$ cat src/inc/tpr_pkg.sv
// Constants, states and carriers of the ternary receive coding block.
// Assumes one 250 MHz clock and symbols from same-clock line logic.
package tpr_pkg;

   // Ternary symbol codes on the input
   localparam logic [1:0] TPR_SYM_ZERO = 2'h0;
   localparam logic [1:0] TPR_SYM_PLUS = 2'h1;
   localparam logic [1:0] TPR_SYM_MINUS = 2'h3;

   // Consecutive idle pairs needed to lock during training
   localparam logic [6:0] TPR_LOCK_PAIRS = 7'h40;
   // Delimiter pair counts
   localparam logic [1:0] TPR_DELIM_PAIRS = 2'h3;
   localparam logic [1:0] TPR_CNT_ONE = 2'h1;
   // Nibble assembly
   localparam logic [2:0] TPR_NIBBLE_BITS = 3'h4;
   localparam logic [2:0] TPR_GROUP_BITS = 3'h3;

   // Reset values
   localparam logic [3:0] TPR_RXD_RESET = 4'h0;
   localparam logic [6:0] TPR_ACC_RESET = 7'h00;

   // Receive states, Gray along train, idle, start, data, end
   typedef enum logic [2:0] {
      TPR_ST_TRAIN = 3'b000,
      TPR_ST_IDLE = 3'b001,
      TPR_ST_SSD = 3'b011,
      TPR_ST_DATA = 3'b010,
      TPR_ST_ESD = 3'b110
   } tpr_state_t;

   // One ternary symbol from the line
   typedef struct packed {
      logic valid;
      logic [1:0] sym;
   } tpr_sym_t;

   // One corrected pair (A, B)
   typedef struct packed {
      logic [1:0] a;
      logic [1:0] b;
   } tpr_pair_t;

   // MII receive side
   typedef struct packed {
      logic [3:0] rxd;
      logic rx_dv;
      logic rx_er;
      logic rxd_strobe;
   } tpr_mii_t;

   // Management indications
   typedef struct packed {
      logic link_up;
      logic idle_rx;
      logic pol_inverted;
      logic order_swapped;
      logic leader;
   } tpr_status_t;

endpackage

$ cat src/rtl/tpr_receive.sv
// Receive coding sublayer: ternary pairs to MII nibbles.
// Assumes symbols arrive one per valid cycle from same-clock line logic.
//
// Notes on behaviour
// RQ1 - Decode training, idle and frame data
// RQ2 - Works as leader or follower
// RQ3 - Idle pattern lock brings link up
// RQ4 - Report link, deliver frames to MII
// RQ5 - Idle only: flag idle, keep link
// RQ6 - Detect inverted polarity without configuration
// RQ7 - Inverted pair still links and receives
// RQ8 - Three zero pairs start a frame
// RQ9 - Zero, zero, plus-plus ends frame cleanly
// RQ10 - Error end pair raises receive error
// RQ11 - Drop leftover stuff bits at frame end
// RQ12 - De-interleave pairs in either order
// RQ13 - Nibbles out with rx_dv over frame
`timescale 1ns/1ps

module tpr_receive (
   input wire logic sys_clk,
   input wire logic sys_rst,
   input wire logic clk_en,
   input wire logic leader_role,
   input wire tpr_pkg::tpr_sym_t rx_sym,
   output tpr_pkg::tpr_mii_t mii_rx,
   output tpr_pkg::tpr_status_t link_status
);

   ////////////////////////////////////////////////////////////////////////
   // Helper functions

   // Negate a ternary symbol
   function automatic logic [1:0] tpr_neg(input logic [1:0] s);
      tpr_neg = (s == tpr_pkg::TPR_SYM_ZERO) ? tpr_pkg::TPR_SYM_ZERO :
                ((s == tpr_pkg::TPR_SYM_PLUS) ? tpr_pkg::TPR_SYM_MINUS : tpr_pkg::TPR_SYM_PLUS);
   endfunction

   // Map a pair to a 3-bit group; bit 3 marks a data pair
   function automatic logic [3:0] tpr_pair_bits(input tpr_pkg::tpr_pair_t p);
      logic [1:0] ia;
      logic [1:0] ib;
      ia = (p.a == tpr_pkg::TPR_SYM_MINUS) ? 2'h0 : ((p.a == tpr_pkg::TPR_SYM_ZERO) ? 2'h1 : 2'h2);
      ib = (p.b == tpr_pkg::TPR_SYM_MINUS) ? 2'h0 : ((p.b == tpr_pkg::TPR_SYM_ZERO) ? 2'h1 : 2'h2);
      unique case ({ia, ib})
         4'h0: tpr_pair_bits = 4'h8;
         4'h1: tpr_pair_bits = 4'h9;
         4'h2: tpr_pair_bits = 4'hA;
         4'h4: tpr_pair_bits = 4'hB;
         4'h6: tpr_pair_bits = 4'hC;
         4'h8: tpr_pair_bits = 4'hD;
         4'h9: tpr_pair_bits = 4'hE;
         4'hA: tpr_pair_bits = 4'hF;
         default: tpr_pair_bits = 4'h0;
      endcase
   endfunction

   // Pair equality
   function automatic logic tpr_is(input tpr_pkg::tpr_pair_t p, input logic [1:0] a, input logic [1:0] b);
      tpr_is = (p.a == a) && (p.b == b);
   endfunction

   ////////////////////////////////////////////////////////////////////////
   // State

   tpr_pkg::tpr_state_t state;
   tpr_pkg::tpr_state_t next_state;
   logic phase;
   logic next_phase;
   logic [1:0] first_sym;
   logic [1:0] next_first_sym;
   logic [6:0] lock_cnt;
   logic [6:0] next_lock_cnt;
   logic [1:0] lock_cand;
   logic [1:0] next_lock_cand;
   logic [1:0] delim_cnt;
   logic [1:0] next_delim_cnt;
   logic [6:0] acc;
   logic [6:0] next_acc;
   logic [2:0] acc_cnt;
   logic [2:0] next_acc_cnt;
   tpr_pkg::tpr_mii_t next_mii_rx;
   tpr_pkg::tpr_status_t next_link_status;

   // Pair assembly and correction
   tpr_pkg::tpr_pair_t raw_pair;
   tpr_pkg::tpr_pair_t cor_pair;
   logic pair_done;
   logic [1:0] cand;
   logic cand_ok;
   logic [3:0] grp;
   logic [9:0] acc_wide;
   logic [2:0] acc_sum;

   ////////////////////////////////////////////////////////////////////////
   // Pair forming and idle classification
   always_comb begin
      pair_done = rx_sym.valid && phase;
      raw_pair.a = first_sym;
      raw_pair.b = rx_sym.sym;
      // RQ12 - swap pair order
      cor_pair = link_status.order_swapped ? {raw_pair.b, raw_pair.a} : raw_pair;
      // RQ7 - undo inverted pair
      if (link_status.pol_inverted) begin
         cor_pair.a = tpr_neg(cor_pair.a);
         cor_pair.b = tpr_neg(cor_pair.b);
      end
      // RQ6 - classify idle as order and polarity
      cand_ok = 1'b1;
      if (tpr_is(raw_pair, tpr_pkg::TPR_SYM_ZERO, tpr_pkg::TPR_SYM_PLUS)) begin
         cand = 2'h0;
      end else if (tpr_is(raw_pair, tpr_pkg::TPR_SYM_ZERO, tpr_pkg::TPR_SYM_MINUS)) begin
         cand = 2'h1;
      end else if (tpr_is(raw_pair, tpr_pkg::TPR_SYM_PLUS, tpr_pkg::TPR_SYM_ZERO)) begin
         cand = 2'h2;
      end else if (tpr_is(raw_pair, tpr_pkg::TPR_SYM_MINUS, tpr_pkg::TPR_SYM_ZERO)) begin
         cand = 2'h3;
      end else begin
         cand = 2'h0;
         cand_ok = 1'b0;
      end
      grp = tpr_pair_bits(cor_pair);
   end

   ////////////////////////////////////////////////////////////////////////
   // Next-state logic
   always_comb begin
      next_state = state;
      next_phase = phase;
      next_first_sym = first_sym;
      next_lock_cnt = lock_cnt;
      next_lock_cand = lock_cand;
      next_delim_cnt = delim_cnt;
      next_acc = acc;
      next_acc_cnt = acc_cnt;
      next_mii_rx = mii_rx;
      next_mii_rx.rx_er = 1'b0;
      next_mii_rx.rxd_strobe = 1'b0;
      next_link_status = link_status;
      // RQ2 - role only reported
      next_link_status.leader = leader_role;
      acc_wide = {3'h0, acc} | ({7'h00, grp[2:0]} << acc_cnt);
      acc_sum = acc_cnt + tpr_pkg::TPR_GROUP_BITS;
      if (rx_sym.valid) begin
         next_phase = ~phase;
         if (!phase) begin
            next_first_sym = rx_sym.sym;
         end
      end
      if (pair_done) begin
         unique case (state)
            tpr_pkg::TPR_ST_TRAIN: begin
               // RQ3 - count matching idle pairs
               if (!cand_ok) begin
                  next_lock_cnt = 7'h00;
               end else if (lock_cnt == 7'h00 || cand != lock_cand) begin
                  next_lock_cand = cand;
                  next_lock_cnt = 7'h01;
               end else if (lock_cnt + 7'h01 == tpr_pkg::TPR_LOCK_PAIRS) begin
                  next_state = tpr_pkg::TPR_ST_IDLE;
                  next_lock_cnt = 7'h00;
                  // RQ4 - report link up
                  next_link_status.link_up = 1'b1;
                  next_link_status.idle_rx = 1'b1;
                  next_link_status.pol_inverted = lock_cand[0];
                  next_link_status.order_swapped = lock_cand[1];
               end else begin
                  next_lock_cnt = lock_cnt + 7'h01;
               end
            end
            tpr_pkg::TPR_ST_IDLE: begin
               // RQ5 - idle keeps link and flag
               if (tpr_is(cor_pair, tpr_pkg::TPR_SYM_ZERO, tpr_pkg::TPR_SYM_PLUS)) begin
                  next_link_status.idle_rx = 1'b1;
               end else if (tpr_is(cor_pair, tpr_pkg::TPR_SYM_ZERO, tpr_pkg::TPR_SYM_ZERO)) begin
                  next_state = tpr_pkg::TPR_ST_SSD;
                  next_delim_cnt = tpr_pkg::TPR_CNT_ONE;
                  next_link_status.idle_rx = 1'b0;
               end else begin
                  next_state = tpr_pkg::TPR_ST_TRAIN;
                  next_link_status.link_up = 1'b0;
                  next_link_status.idle_rx = 1'b0;
               end
            end
            tpr_pkg::TPR_ST_SSD: begin
               // RQ8 - third zero pair opens frame
               if (!tpr_is(cor_pair, tpr_pkg::TPR_SYM_ZERO, tpr_pkg::TPR_SYM_ZERO)) begin
                  next_state = tpr_pkg::TPR_ST_IDLE;
               end else if (delim_cnt + tpr_pkg::TPR_CNT_ONE == tpr_pkg::TPR_DELIM_PAIRS) begin
                  next_state = tpr_pkg::TPR_ST_DATA;
                  next_acc = tpr_pkg::TPR_ACC_RESET;
                  next_acc_cnt = 3'h0;
                  next_mii_rx.rx_dv = 1'b1;
               end else begin
                  next_delim_cnt = delim_cnt + tpr_pkg::TPR_CNT_ONE;
               end
            end
            tpr_pkg::TPR_ST_DATA: begin
               if (tpr_is(cor_pair, tpr_pkg::TPR_SYM_ZERO, tpr_pkg::TPR_SYM_ZERO)) begin
                  next_state = tpr_pkg::TPR_ST_ESD;
                  next_delim_cnt = tpr_pkg::TPR_CNT_ONE;
               end else if (grp[3]) begin
                  // RQ1 - groups into nibbles
                  if (acc_sum >= tpr_pkg::TPR_NIBBLE_BITS) begin
                     // RQ13 - nibble out during frame
                     next_mii_rx.rxd = acc_wide[3:0];
                     next_mii_rx.rxd_strobe = 1'b1;
                     next_acc = {3'h0, acc_wide[7:4]};
                     next_acc_cnt = acc_sum - tpr_pkg::TPR_NIBBLE_BITS;
                  end else begin
                     next_acc = acc_wide[6:0];
                     next_acc_cnt = acc_sum;
                  end
               end else begin
                  next_mii_rx.rx_er = 1'b1;
               end
            end
            tpr_pkg::TPR_ST_ESD: begin
               // RQ11 - leftover bits are never sent
               next_acc = tpr_pkg::TPR_ACC_RESET;
               next_acc_cnt = 3'h0;
               if (delim_cnt == tpr_pkg::TPR_CNT_ONE) begin
                  if (tpr_is(cor_pair, tpr_pkg::TPR_SYM_ZERO, tpr_pkg::TPR_SYM_ZERO)) begin
                     next_delim_cnt = delim_cnt + tpr_pkg::TPR_CNT_ONE;
                  end else begin
                     next_mii_rx.rx_er = 1'b1;
                     next_mii_rx.rx_dv = 1'b0;
                     next_state = tpr_pkg::TPR_ST_IDLE;
                  end
               end else begin
                  // RQ9 - clean end closes frame
                  next_state = tpr_pkg::TPR_ST_IDLE;
                  next_mii_rx.rx_dv = 1'b0;
                  // RQ10 - error or bad third pair
                  if (!tpr_is(cor_pair, tpr_pkg::TPR_SYM_PLUS, tpr_pkg::TPR_SYM_PLUS)) begin
                     next_mii_rx.rx_er = 1'b1;
                  end
               end
            end
            default: begin
               next_state = tpr_pkg::TPR_ST_TRAIN;
            end
         endcase
      end
   end

   ////////////////////////////////////////////////////////////////////////
   // Registers, frozen while clk_en is low
   always_ff @(posedge sys_clk or posedge sys_rst) begin
      if (sys_rst) begin
         state <= tpr_pkg::TPR_ST_TRAIN;
         phase <= 1'b0;
         first_sym <= tpr_pkg::TPR_SYM_ZERO;
         lock_cnt <= 7'h00;
         lock_cand <= 2'h0;
         delim_cnt <= 2'h0;
         acc <= tpr_pkg::TPR_ACC_RESET;
         acc_cnt <= 3'h0;
         mii_rx <= '{rxd: tpr_pkg::TPR_RXD_RESET, rx_dv: 1'b0, rx_er: 1'b0, rxd_strobe: 1'b0};
         link_status <= '{default: 1'b0};
      end else if (clk_en) begin
         state <= next_state;
         phase <= next_phase;
         first_sym <= next_first_sym;
         lock_cnt <= next_lock_cnt;
         lock_cand <= next_lock_cand;
         delim_cnt <= next_delim_cnt;
         acc <= next_acc;
         acc_cnt <= next_acc_cnt;
         mii_rx <= next_mii_rx;
         link_status <= next_link_status;
      end
   end

endmodule

$ cat config.mk
export PLATFORM = sky130hd
export DESIGN_NAME = tpr_receive
export DESIGN_NICKNAME = d
export VERILOG_FILES = /design/src/inc/tpr_pkg.sv /design/src/rtl/tpr_receive.sv
export SDC_FILE = /design/constraint.sdc
export NUM_CORES = 1
export LEC_CHECK = 0
export BUFFER_PORTS_ARGS = -buffer_cell sky130_fd_sc_hd__clkbuf_2
export CAP_MARGIN = 20
export CORE_ASPECT_RATIO = 1.5
export CORE_MARGIN = 4
export CORE_UTILIZATION = 55
export CTS_BUF_LIST = sky130_fd_sc_hd__clkbuf_4 sky130_fd_sc_hd__clkbuf_8 sky130_fd_sc_hd__clkbuf_16
export DETAILED_ROUTE_END_ITERATION = 8
export PLACE_DENSITY = 0.76
export SLEW_MARGIN = 20
export SYNTH_ARGS = -nofsm -noshare
export SYNTH_HDL_FRONTEND = slang
export SYNTH_SLANG_ARGS = --single-unit
$ cat constraint.sdc
create_clock -name sys_clk -period 2.8 [get_ports sys_clk]
set_clock_uncertainty 0.15 [all_clocks]
set_input_delay 0.56 -clock sys_clk [delete_from_list [all_inputs] [get_ports sys_clk]]
set_output_delay 0.56 -clock sys_clk [all_outputs]
set_load 0.1 [all_outputs]
# Word level (Yosys, flattened, before mapping)
# Memory sizes are Yosys's and may differ from the RTL's.
# Index checks and enable logic that the tools add are counted.
[totals]
out_inout_bits = 12
n_memories = 1
inputBits = 7
word_cells = 165
rom_bits = 64
register_bits = 39
[memory_table]
columns = ["name", "depth", "word_bits", "read_ports", "rd_ports_with_merged_regs", "wr", "line", "text"]
rows = [
  ["(name not given)", 16, 4, 1, 0, 0, "tpr_receive.sv:45", "unique case ({ia, ib})"],
]
[classes]
eq_ne = 33
add_sub_neg = 4
order_cmp = 1
n_reduce_logical = 33
n_bitwise = 4
n_shift = 1
mux = 71
[ops]
columns = ["op", "n"]
rows = [
  ["2-to-1 mux 7 bit", 8],
  ["2-to-1 mux 2 bit", 23],
  ["2-to-1 mux 3 bit", 14],
  ["inequality test 2 bit (second input constant)", 13],
  ["AND reduction 6 bit", 4],
  ["case mux 7 bit (3 select lines)", 1],
  ["2-to-1 mux 4 bit", 5],
  ["AND reduction 8 bit", 2],
  ["case mux 3 bit (5 select lines)", 1],
  ["== test 2 x 1 -> 1 bit (second input constant)", 7],
  ["2-to-1 mux 1 bit", 14],
  ["logical NOT 2 bit", 6],
  ["== test 2 bit (second input constant)", 5],
  ["case mux 3 bit (3 select lines)", 1],
  ["AND reduction 9 bit", 1],
  ["logical AND 1 bit", 8],
  ["bitwise OR 7 x 8 -> 8 bit", 1],
  ["case mux 2 bit (4 select lines)", 1],
  ["<< shifter 3 x 3 -> 8 bit", 1],
  ["adder 7 x 1 -> 7 bit (second input constant)", 1],
  ["== test 7 bit (second input constant)", 1],
  ["logical NOT 7 bit", 1],
  ["AND reduction 7 bit", 1],
  ["== test 3 x 2 -> 1 bit (second input constant)", 2],
  ["other kinds (19)", 25],
]

# Logic depth before layout (Yosys ltp)
# Gate-level depths: netlist (run 1).
# An unclocked memory read counts as a cell.
[logic_depth]
ltp_word = 15
depth_mapped = 11
mapped_depth_nobuf = 10

# Worst setup path before layout (run 1)
# OpenSTA, ideal clock, no wires.
[synth_timing]
path_kind = "register -> register"
startpoint = "reg link_status[2] in the netlist's numbering"
endpoint = "reg acc[1]"
path_stages_with_launch = 11
setup_ns = 0.120
slack_ns = -0.698
arrival_time_ns = 3.228
path_cell_list = "dfrtp_1 > clkbuf_1 > nand2_1 > mux2i_1 > mux2i_1 > ha_1 > and3_1 > a311oi_4 > a211oi_1 > or4_1 > o211a_1"
[synth_via]
elab_chain_cells = 11
[synth_lines]
columns = ["element", "line", "text"]
rows = [
  ["from (decl)", "tpr_receive.sv:27", "output tpr_pkg::tpr_status_t link_status"],
  ["from (signal assigned)", "tpr_receive.sv:271", "link_status <= next_link_status;"],
  ["2-to-1 mux 4 bit *", "tpr_receive.sv:104", "if (link_status.pol_inverted) begin"],
  ["logical NOT 2 bit, on equally long branches", "tpr_receive.sv:44, tpr_receive.sv:60, tpr_receive.sv:43", ""],
  ["2-to-1 mux 2 bit, on equally long branches (2 in a row)", "tpr_receive.sv:44, tpr_receive.sv:43", ""],
  ["memory read (16 x 4 bit)", "--", ""],
  ["<< shifter 3 x 3 -> 8 bit", "tpr_receive.sv:142", "acc_wide = {3'h0, acc} | ({7'h00, grp[2:0]} << acc_cnt);"],
  ["bitwise OR 7 x 8 -> 8 bit", "tpr_receive.sv:142", ""],
  ["2-to-1 mux 7 bit", "tpr_receive.sv:204", "if (acc_sum >= tpr_pkg::TPR_NIBBLE_BITS) begin"],
  ["2-to-1 mux 7 bit", "tpr_receive.sv:202", "end else if (grp[3]) begin"],
  ["2-to-1 mux 7 bit", "tpr_receive.sv:199", "if (tpr_is(cor_pair, tpr_pkg::TPR_SYM_ZERO, tpr_pkg::TPR_SYM_ZERO)) begin"],
  ["case mux 7 bit (3 select lines)", "tpr_receive.sv:151", "unique case (state)"],
  ["to (signal assigned)", "tpr_receive.sv:257", "acc <= tpr_pkg::TPR_ACC_RESET;"],
  ["to (signal assigned)", "tpr_receive.sv:268", "acc <= next_acc;"],
  ["to (decl)", "tpr_receive.sv:78", "logic [6:0] acc;"],
]
# Every way passes the cells marked *; elsewhere a longest branch is shown, timed or not. The select of a mux whose other input is x is not followed.
# A chain may end at the register's enable or synchronous reset.

# Worst setup path after layout (run 1)
[layout_timing]
startpoint = "reg link_status[2] in the netlist's numbering"
endpoint = "reg acc[0]"
# Same word-level chain as after synthesis.

==> summary.md, run 1 <==
| Metric | Value |
|---|---|
| Status | `complete, but fails checks` |
| Failing checks | `negative setup slack` |
| CTS Buf Count | `5` |
| Tmin final | `2.819 ns` |
| Critical path type | `reg2reg` |
| Post-synth EDFFs | `0` |
| Final std cells w/o fill | `437` |
| Ranking of synthesized cells by area | `dfrtp_1 35%, ha_1 4.5%, mux2i_1 4.3%, a21oi_1 4.1%, nand3_1 3.4%` |
| Slew Limit Headroom | `0.5300` |
| CP max-delay cell | `dfrtp_4` |
| Pre-CTS WS | `-0.2036 ns` |
| Syn Std Cell Area | `2808 µm²` |
| Vias per cell | `approximately 6.3` |
| IO Port Bufs | `18` |
| Crit path DAT | `2.83 ns` |
| # IOs | `19` |
| Post-synthesis net count | `342` |
| RSZ-0062 raised after global routing | `yes` |
| WL met1 | `between 3000 and 4000 µm` |
| Final antenna-violating net count | `0` |
| CTS tree | `yes` |
| Fin crit share | `1.007` |
| Most frequent cells in the layout | `39 x buf_4, 36 x dfrtp_1, 23 x nand2_1` |
| Routed wire length | `a little under 8000 µm` |
| Worst EP required | `2.81 ns` |
| Area grow syn2layout | `25.71%` |
| Diode count | `0` |
| H-Tree Depth | `2` |
| Layout Utilization | `0.7222` |
| Core Rows | `31` |
| Sequential share of the synthesized area | `0.3476` |
| Worst vdd ir | `between 0.5 and 0.6 mV` |
| All-Layer GR Usage | `0.2437` |
| Skew-Pair Late Insertion Delay | `0.30 ns` |
| Clock transition at the registers of the reported paths | `0.08 ns` |
| Worst Path Buf+Inv | `2` |
| Post-synthesis register bit count | `39` |
| Setup violators final | `2` |
| Grt ovf | `0` |
| CTS root buf | `clkbuf_8` |
| Crit-path cells | `nand2_4, mux2i_4, mux2i_4, ha_4, and3_4, a311oi_4, buf_4, buf_6, a21oi_4, o2111ai_2, a41oi_2` |
| Hold Path Class | `in2async` |
| Ys Warns | `0` |
| Initial antenna violation count | `0` |
| Top cell family by delay on the critical path | `compound AO/OA/AOI/OAI gates` |
| Crit end category | `flop` |
| FMAX | `0.3547 GHz` |
| First-pass detailed-route iteration total | `4` |
| Top fanout value on the critical path | `7` |
| Number of remaining DRC errors | `0` |
| Iteration-0 DRC Markers | `135` |
| Core area | `4887 µm²` |
| Worst-margin pin slew | `roughly 0.7 ns` |
| First-pass GRT wire length | `11810 µm` |
| Metal2 WL | `4255 µm` |
| Synth Flop Type | `dfrtp_1` |
| Largest net degree at the start of global routing | `29` |
| Height of the chip | `between 90 and 100 µm` |
| Die Width | `~66 µm` |
| Routed WL per cell | `17.76 µm` |
| Die area | `6335 µm²` |
| Synth Area per Inst | `8.639 µm²` |
| Via count | `roughly 2700` |
| Post-synth ARST share | `1.000` |
| Critical path's largest stage delay | `0.58 ns` |
| Synth top area share | `0.3476` |
| Reg2reg start | `link_status[2]` |
| Final-report hold violation count | `0` |
| Fillers | `387` |
| Leakage | `1.518 nW` |
| Clock Tree Buf Depth | `2` |
| Synth area leader | `dfrtp_1` |
| Distinct cells, synth | `61` |
| Setup TNS Final | `-0.02239 ns` |
| Initial Util | `0.5745` |
| Post-DP HPWL | `around 5500 µm` |
| Placed Cells | `430` |
| Top routing layer used | `met4` |
| Ratio of cells with drive above 1 in the final layout | `0.3046` |
| RD Place Congestion | `0.9753` |
| Final Net Count | `388` |
| Crit. Startpoint | `link_status[2]` |
| Worst setup SP type | `flop` |
| CTS sink count | `39` |
| Vias in the first global route | `2582` |
| Worst setup margin | `-0.01946 ns` |
| Cells after Synth | `325` |
| CP most frequent cell | `mux2i_4` |
| PwrDens | `636.7 nW/µm²` |
| Max Cap Viol | `0` |
| Wire length on met3 | `227 µm` |
| Commonest non-fill, non-tap cell in the layout | `buf_4` |
| Slew Viols, Final | `0` |
==> registers in the layout, indices dropped and copies added (netlist names) <==
register and cells:
acc 7, acc_cnt 3, delim_cnt 2, first_sym 2, link_status 5, lock_cand 2
lock_cnt 7, mii_rx 7, phase 1, state 3
==> routing by layer <==
layer	vias up	GRT usage
li1	1304	-
met1	1341	0.2599
met2	75	0.4524
met3	15	0.03538
met4	0	0.1254
met5	-	0
==> layout make-up <==
cell class | count | area [µm²] | area share
clock inverter | 1 | 5.005 | 0.001418
tap | 66 | 82.58 | 0.02340
sequential | 39 | 984.7 | 0.2790
inverter | 20 | 75.07 | 0.02127
timing repair buffer | 58 | 394.1 | 0.1117
clock buffer | 6 | 82.58 | 0.02340
multi-input combinational | 247 | 1906 | 0.5399
==> what timing repair did <==
item,4_1_cts,5_1_grt
gates resized for setup,3,43
endpoints found under the setup margin,3,14
pin swaps,0,15
hold buffers,0,0
setup buffers,0,1
==> cell families (layout without fill, tap and decap cells) <==
group | after synthesis | after routing | share of synthesized area
mux | 20 | 20 | 0.07487
flops | 39 | 39 | 0.3476
fa+ha+maj | 10 | 10 | 0.04456
xor+xnor | 5 | 5 | 0.01560
buf+inv | 39 | 85 | 0.05570
compound gates | 89 | 89 | 0.2219
simple gates | 123 | 123 | 0.2398
==> worst reg2reg max path, stage by stage (launching register included) <==
cell,delay (ns)
dfrtp_4,0.58
nand2_4,0.10
mux2i_4,0.08
mux2i_4,0.26
ha_4,0.26
and3_4,0.20
a311oi_4,0.32
buf_4,0.19
buf_6,0.11
a21oi_4,0.04
o2111ai_2,0.27
a41oi_2,0.13
==> where the power goes <==
group / total [W] / internal [W] / switching [W]
logic: 0.00118 / 0.000571 / 0.000612
registers: 0.000669 / 0.000602 / 0.0000667
clock network: 0.000396 / 0.000193 / 0.000202
==> cells in the mapped netlist (3+ instances only) <==
library cell   n
a211oi_1       3
a21o_1         3
a21oi_1       23
a22oi_1        3
a31oi_1        5
a32o_1         3
and3_1         6
buf_2          5
clkbuf_1      13
dfrtp_1       39
ha_1          10
inv_1         19
mux2_2         8
mux2i_1       12
nand2_1       25
nand2b_1       4
nand3_1       19
nand4_1        3
nand4b_1       3
nor2_1        23
nor2b_1        7
nor3_1         7
nor3b_1        4
o2111ai_1      3
o21ai_0       15
o22ai_1        3
o31ai_1        6
or3_1          3
xnor2_1        4
==> per-stage QoR <==
stage | hold slack [ns] | cell area [µm²] | power (W)
global route | 0.1278 | 3530 | 0.002361
global placement | 0.3378 | 3216 | 0.001550
CTS | 0.1064 | 3312 | 0.001976
finish | 0.09708 | 3530 | 0.002247
detailed placement | 0.3497 | 3216 | 0.001569
floorplan | 0.3163 | 2838 | 0.001199
==> path summary, 6_finish.rpt <==
check | to | slack, ns | depth (start not counted)
hold / removal | lock_cnt[0] | 0.1 | 2
hold reg to reg | mii_rx[2] | 0.36 | 1
setup / recovery | acc[0] | -0.02 | 11
setup reg to reg | acc[0] | -0.02 | 11
min in group sys_clk | link_status[0] | 0.36 | 2
max in group asynchronous | acc_cnt[1] | 1.65 | 3
Note: power is estimated with default switching activity, not from simulation.
==> run 2, diff against run 1 <==
Settings changed: CELL_PAD_IN_SITES_DETAIL_PLACEMENT from default to 1, CELL_PAD_IN_SITES_GLOBAL_PLACEMENT from default to 1, CORE_ASPECT_RATIO 1.5 to 0.9, CORE_UTILIZATION 55 to 42, PLACE_DENSITY 0.76 to default, PLACE_DENSITY_LB_ADDON from default to 0.1.
==> run 2 against run 1 <==
The flow still finishes with violations (negative setup slack). Core utilization down 15 points. Sequential share of layout area shrank 0.63 points. Routed wire length is 17% higher. Clock-buffer cell count stayed put. Final area rose by 2.2%. Critical path depth fell by 1. Global-route usage down 1.2 points. Die area grew 27%. Flip-flop and latch count is the same. Worst hold slack better by 0.12 ns.
==> summary.md, run 2 (synthesized netlist as in run 1, its figures left out) <==
| Metric | Value |
|---|---|
| Worst EP required | `2.84 ns (was 2.81 ns)` |
| Crit path DAT | `2.95 ns (was 2.83 ns)` |
| Slew Viols, Final | `0 (unchanged)` |
| Clock transition at the registers of the reported paths | `0.09 ns (was 0.08 ns)` |
| Worst setup SP type | `flop (unchanged)` |
| R2r endpoint | `acc[1] (was acc[0])` |
| Ratio of cells with drive above 1 in the final layout | `0.3193 (was 0.3046)` |
| Fin crit share | `1.038 (was 1.007)` |
| Core Rows | `27 (was 31)` |
| Tmin final | `2.906 ns (was 2.819 ns)` |
| Largest net degree at the start of global routing | `40 (was 29)` |
| Iteration-0 DRC Markers | `148 (was 135)` |
| CTS Hold Bufs | `0 (unchanged)` |
| Area grow syn2layout | `28.43% (was 25.71%)` |
| Failing checks | `negative setup slack (unchanged)` |
| Final Net Count | `395 (was 388)` |
| H-Tree Depth | `2 (unchanged)` |
| Worst setup margin | `-0.1058 ns (was -0.01946 ns)` |
| Post-DP HPWL | `6082 µm (was 5509 µm)` |
| Via count | `2755 (was 2735)` |
| IO Port Bufs | `18 (unchanged)` |
| Crit-path cells | `a21oi_4, mux2i_2, buf_4, ha_4, buf_4, and3_1, nor2_2, o41ai_2, or4_1, o211a_1 (was nand2_4, mux2i_4, mux2i_4, ha_4, and3_4, a311oi_4, buf_4, buf_6, a21oi_4, o2111ai_2, a41oi_2)` |
| Routed wire length | `9054 µm (was 7761 µm)` |
| R2R depth | `10 (was 11)` |
| FMAX | `0.3441 GHz (was 0.3547 GHz)` |
| Vias per cell | `5.912 (was 6.259)` |
| Hold Path Class | `in2async (unchanged)` |
| Most frequent cells in the layout | `45 x buf_4, 37 x dfrtp_1, 25 x nand2_1 (was 39 x buf_4, 36 x dfrtp_1, 23 x nand2_1)` |
| All-Layer GR Usage | `0.2319 (was 0.2437)` |
| Critical path's largest stage delay | `0.56 ns (was 0.58 ns)` |
| RD Place Congestion | `0.8754 (was 0.9753)` |
| First-pass GRT wire length | `14800 µm (was 11810 µm)` |
| Vias in the first global route | `2847 (was 2582)` |
| R2r setup slk | `-0.11 ns (was -0.02 ns)` |
| Top fanout value on the critical path | `6 (was 7)` |
| CTS sink count | `39 (unchanged)` |
| First-pass detailed-route iteration total | `4 (unchanged)` |
| Layout Utilization | `0.5708 (was 0.7222)` |
| Number of remaining DRC errors | `0 (unchanged)` |
| Status | `complete, but fails checks (unchanged)` |
| Worst vdd ir | `0.4426 mV (was 0.5035 mV)` |
| Final antenna-violating net count | `0 (unchanged)` |
| CTS root buf | `clkbuf_8 (unchanged)` |
| RSZ-0062 raised after global routing | `yes (unchanged)` |
| Die area | `8059 µm² (was 6335 µm²)` |
| Die Width | `94.19 µm (was 66.34 µm)` |
| Worst Hold Slack | `0.2157 ns (was 0.09708 ns)` |
| Setup violators final | `8 (was 2)` |
| Crit end category | `flop (unchanged)` |
| Design Power | `0.002416 W (was 0.002247 W)` |
| CP most frequent cell | `buf_4 (was mux2i_4)` |
| Clock Tree Buf Depth | `2 (unchanged)` |
| Core area | `6317 µm² (was 4887 µm²)` |
| Slew Limit Headroom | `0.5229 (was 0.5300)` |
| Skew-Pair Late Insertion Delay | `0.30 ns (about the same)` |
| Height of the chip | `85.57 µm (was 95.51 µm)` |
| Top Registers | `acc x7, lock_cnt x7, mii_rx x7 (unchanged)` |
| Critical path type | `reg2reg (unchanged)` |
| Grt ovf | `0 (unchanged)` |
| Final-report hold violation count | `0 (unchanged)` |
| CTS Buf Count | `5 (unchanged)` |
| # IOs | `19 (unchanged)` |
| Pre-CTS WS | `-0.2987 ns (was -0.2036 ns)` |
| CTS tree | `yes (unchanged)` |
| Initial Util | `0.4444 (was 0.5745)` |
| Reg2reg start | `link_status[2] (unchanged)` |
| PwrDens | `669.9 nW/µm² (was 636.7 nW/µm²)` |
| Max Cap Viol | `0 (unchanged)` |
| Setup TNS Final | `-0.2337 ns (was -0.02239 ns)` |
| CP max-delay cell | `dfrtp_4 (unchanged)` |
| Worst-margin pin slew | `0.7132 ns (was 0.7000 ns)` |
| Routed WL per cell | `19.43 µm (was 17.76 µm)` |
| Commonest non-fill, non-tap cell in the layout | `buf_4 (unchanged)` |
| Fillers | `755 (was 387)` |
| Initial antenna violation count | `0 (unchanged)` |
| Diode count | `0 (unchanged)` |
| Leakage | `1.547 nW (was 1.518 nW)` |
-- run 2: timing repair --
item                       in CTS  in global routing
setup endpoints to repair      12                 11
resized for setup              29                 17
buffers inserted                8                  0
pin swaps                       8                  6
-- run 2: worst max-delay path: cells and delay by family, from the launching register on --
family / cells / cell delay (ns)
AOI/OAI and AO/OA: 3 / 0.51
adders and majority gates: 1 / 0.26
buffers and inverters: 2 / 0.30
DFF: 1 / 0.56
muxes: 1 / 0.12
and+or+nand+nor: 3 / 0.89
-- run 2: worst max-delay path by stage --
stage | start | end
after global routing | link_status[2] | acc[1]
after detailed placement | rx_sym[1] | acc[1]
final | link_status[2] | acc[1]
after global placement | rx_sym[1] | acc[1]
after CTS | link_status[2] | mii_rx[6]
after floorplan | link_status[2] | acc[1]
-- run 2: final cells by class --
cell class | instances | area (µm²) | area share
Multi-Input combinational cell | 247 | 1899 | 0.5267
Inverter | 20 | 75.07 | 0.02082
Sequential cell | 39 | 983.4 | 0.2727
Timing Repair Buffer | 65 | 450.4 | 0.1249
Clock buffer | 6 | 76.32 | 0.02117
Tap cell | 87 | 108.9 | 0.03019
Clock inverter | 2 | 12.51 | 0.003470
-- run 2: power by group --
group	internal [W]	switching, W	leakage (nW)	total, W
registers	0.000601	0.0000617	0.504	0.000662
clock network	0.000184	0.000224	0.0446	0.000408
logic	0.000653	0.000693	0.998	0.00135
total	0.00144	0.000978	1.55	0.00242
-- run 2: layer usage --
| layer | up-vias | share of wire | global-route usage |
|---|---|---|---|
| li1 | 1319 | - | - |
| met4 | 0 | 0.018 | 0.06693 |
| met5 | - | 0 | 0 |
| met3 | 14 | 0.026 | 0.03246 |
| met1 | 1376 | 0.48 | 0.3317 |
| met2 | 46 | 0.48 | 0.3653 |
-- run 2: stage by stage --
stage | cells | instance area, µm²
2_1_floorplan | 325 | 2838
6_report | 466 | 3606
4_1_cts | 466 | 3525
5_1_grt | 466 | 3606
3_5_place_dp | 452 | 3249
3_3_place_gp | 452 | 3249
==> run 3, diff against run 2 <==
Settings changed: BUFFER_PORTS_ARGS -buffer_cell sky130_fd_sc_hd__clkbuf_2 to -buffer_cell sky130_fd_sc_hd__buf_2.
==> run 3 against run 2 <==
The run still ends with negative setup slack left. Die area unchanged. Total power up 5.8%. Via count rose by 1.3%. Core utilization grew 0.34 points. Routed wire length rose by 1.4%. Combinational power shrank 3%. Worst setup slack gained 0.029 ns. Global-route usage grew 1.2 points. Critical path type unchanged. Largest cell class unchanged.
==> summary.md, run 3 (synthesized netlist as in run 1, its figures left out) <==
| Metric | Value |
|---|---|
| Status | `complete, but fails checks (unchanged)` |
| Failing checks | `negative setup slack (unchanged)` |
| First-pass GRT wire length | `15490 µm (was 14800 µm)` |
| Vias per cell | `6.002 (was 5.912)` |
| RSZ-0062 raised after global routing | `yes (unchanged)` |
| Tmin final | `2.876 ns (was 2.906 ns)` |
| Via count | `2791 (was 2755)` |
| Largest net degree at the start of global routing | `40 (unchanged)` |
| Core Rows | `27 (unchanged)` |
| Initial Util | `0.4444 (unchanged)` |
| Reg2reg start | `link_status[2] (unchanged)` |
| Initial antenna violation count | `0 (unchanged)` |
| IO Port Bufs | `18 (unchanged)` |
| Worst-margin pin slew | `0.7709 ns (was 0.7132 ns)` |
| H-Tree Depth | `2 (unchanged)` |
| Leakage | `1.559 nW (was 1.547 nW)` |
| Grt ovf | `0 (unchanged)` |
| Top Registers | `acc x7, lock_cnt x7, mii_rx x7 (unchanged)` |
| Number of remaining DRC errors | `0 (unchanged)` |
| Fillers | `751 (was 755)` |
| Final Net Count | `394 (was 395)` |
| Crit path DAT | `2.92 ns (was 2.95 ns)` |
| CTS tree | `yes (unchanged)` |
| Iteration-0 DRC Markers | `116 (was 148)` |
| Height of the chip | `85.57 µm (unchanged)` |
| Final antenna-violating net count | `0 (unchanged)` |
| Final std cells w/o fill | `465 (was 466)` |
| Worst Hold Slack | `0.2342 ns (was 0.2157 ns)` |
| Final-report hold violation count | `0 (unchanged)` |
| All-Layer GR Usage | `0.2436 (was 0.2319)` |
| Core area | `6317 µm² (unchanged)` |
| Clock Tree Buf Depth | `2 (unchanged)` |
| Routed wire length | `9178 µm (was 9054 µm)` |
| Worst setup margin | `-0.07646 ns (was -0.1058 ns)` |
| R2r endpoint | `acc[1] (unchanged)` |
| Max Cap Viol | `0 (unchanged)` |
| Placed Cells | `448 (was 452)` |
| Skew-Pair Late Insertion Delay | `0.30 ns (about the same)` |
| Top fanout value on the critical path | `8 (was 6)` |
| # IOs | `19 (unchanged)` |
| Most frequent cells in the layout | `44 x buf_4, 37 x dfrtp_1, 23 x nand2_1 (was 45 x buf_4, 37 x dfrtp_1, 25 x nand2_1)` |
| Critical path type | `reg2reg (unchanged)` |
| Ratio of cells with drive above 1 in the final layout | `0.3175 (was 0.3193)` |
| Vias in the first global route | `2938 (was 2847)` |
| CTS root buf | `clkbuf_8 (unchanged)` |
| Fin crit share | `1.027 (was 1.038)` |
| R2R depth | `11 (was 10)` |
| Routed WL per cell | `19.74 µm (was 19.43 µm)` |
| Slew Viols, Final | `0 (unchanged)` |
| Crit end category | `flop (unchanged)` |
| CTS sink count | `39 (unchanged)` |
| First-pass detailed-route iteration total | `4 (unchanged)` |
| Die area | `8059 µm² (unchanged)` |
| Clock transition at the registers of the reported paths | `0.08 ns (was 0.09 ns)` |
| CTS Buf Count | `5 (unchanged)` |
| Worst EP required | `2.84 ns (about the same)` |
| FMAX | `0.3477 GHz (was 0.3441 GHz)` |
| Area grow syn2layout | `29.19% (was 28.43%)` |
| Slew Limit Headroom | `0.4843 (was 0.5229)` |
| CTS Hold Bufs | `0 (unchanged)` |
| Hold Path Class | `in2async (unchanged)` |
| RD Place Congestion | `0.8569 (was 0.8754)` |
| Worst vdd ir | `0.5451 mV (was 0.4426 mV)` |
| Post-DP HPWL | `6225 µm (was 6082 µm)` |
| Diode count | `0 (unchanged)` |
| PwrDens | `704.5 nW/µm² (was 669.9 nW/µm²)` |
| Commonest non-fill, non-tap cell in the layout | `buf_4 (unchanged)` |
| Worst setup SP type | `flop (unchanged)` |
| R2r setup slk | `-0.08 ns (was -0.11 ns)` |
| Die Width | `94.19 µm (unchanged)` |
| Setup violators final | `7 (was 8)` |
## run 3: where the power goes
group	total (W)	switching (W)	internal (W)
logic	0.00131	0.000695	0.000618
clock network	0.000587	0.000221	0.000366
registers	0.000655	0.0000541	0.000601
total	0.00256	0.000970	0.00158
## run 3: metrics by stage
step	area, µm²	setup TNS, ns	power [W]	worst slack, ns	util
final	3627	-0.2402	0.002555	-0.07646	0.5742
after global routing	3627	-1.498	0.002689	-0.1873	0.5742
after CTS	3503	-0.01424	0.002347	-0.009829	0.5546
after detailed placement	3219	-3.103	0.001614	-0.2906	0.5096
after global placement	3219	-1.436	0.001560	-0.2125	0.5096
after floorplan	2838	-0.5594	0.001199	-0.2227	-
## run 3: repair_timing
action	4_1_cts	5_1_grt
gates resized for setup	16	24
endpoints found under the setup margin	14	14
buffers inserted	8	2
pin swaps	5	2
## run 3: final cells by class
| cell class | count | area [µm²] | area share |
|---|---|---|---|
| Multi-Input combinational cell | 247 | 1872 | 0.5160 |
| Inverter | 20 | 75.07 | 0.02070 |
| Clock inverter | 2 | 60.06 | 0.01656 |
| Sequential cell | 39 | 983.4 | 0.2711 |
| Clock buffer | 6 | 76.32 | 0.02104 |
| Timing Repair Buffer | 64 | 451.7 | 0.1245 |
| Tap cell | 87 | 108.9 | 0.03001 |
## run 3: how the worst max path moves through the flow
stage,from,endpoint,slack (ns),cells past startpoint
after global placement,rx_sym[1],acc[3],-0.21,10
final,link_status[2],acc[1],-0.08,11
after global routing,link_status[2],acc[1],-0.19,11
after floorplan,link_status[2],acc[1],-0.22,10
after detailed placement,rx_sym[0],acc[1],-0.29,10
after CTS,link_status[2],acc[1],-0.01,9
## run 3: worst max-delay path, cell delays in order, from the launching register on
cell	delay (ns)
dfrtp_4	0.56
nand2_2	0.11
mux2i_4	0.07
mux2i_2	0.28
buf_4	0.19
ha_4	0.17
buf_4	0.13
inv_2	0.04
a31oi_4	0.20
a21oi_2	0.11
or4_4	0.54
o211a_1	0.21
## run 3: routing by layer
layer,part of all wire,track usage
met2,0.48,0.4072
met4,0.020,0.05774
met1,0.46,0.3282
met3,0.044,0.04298
met5,0,0
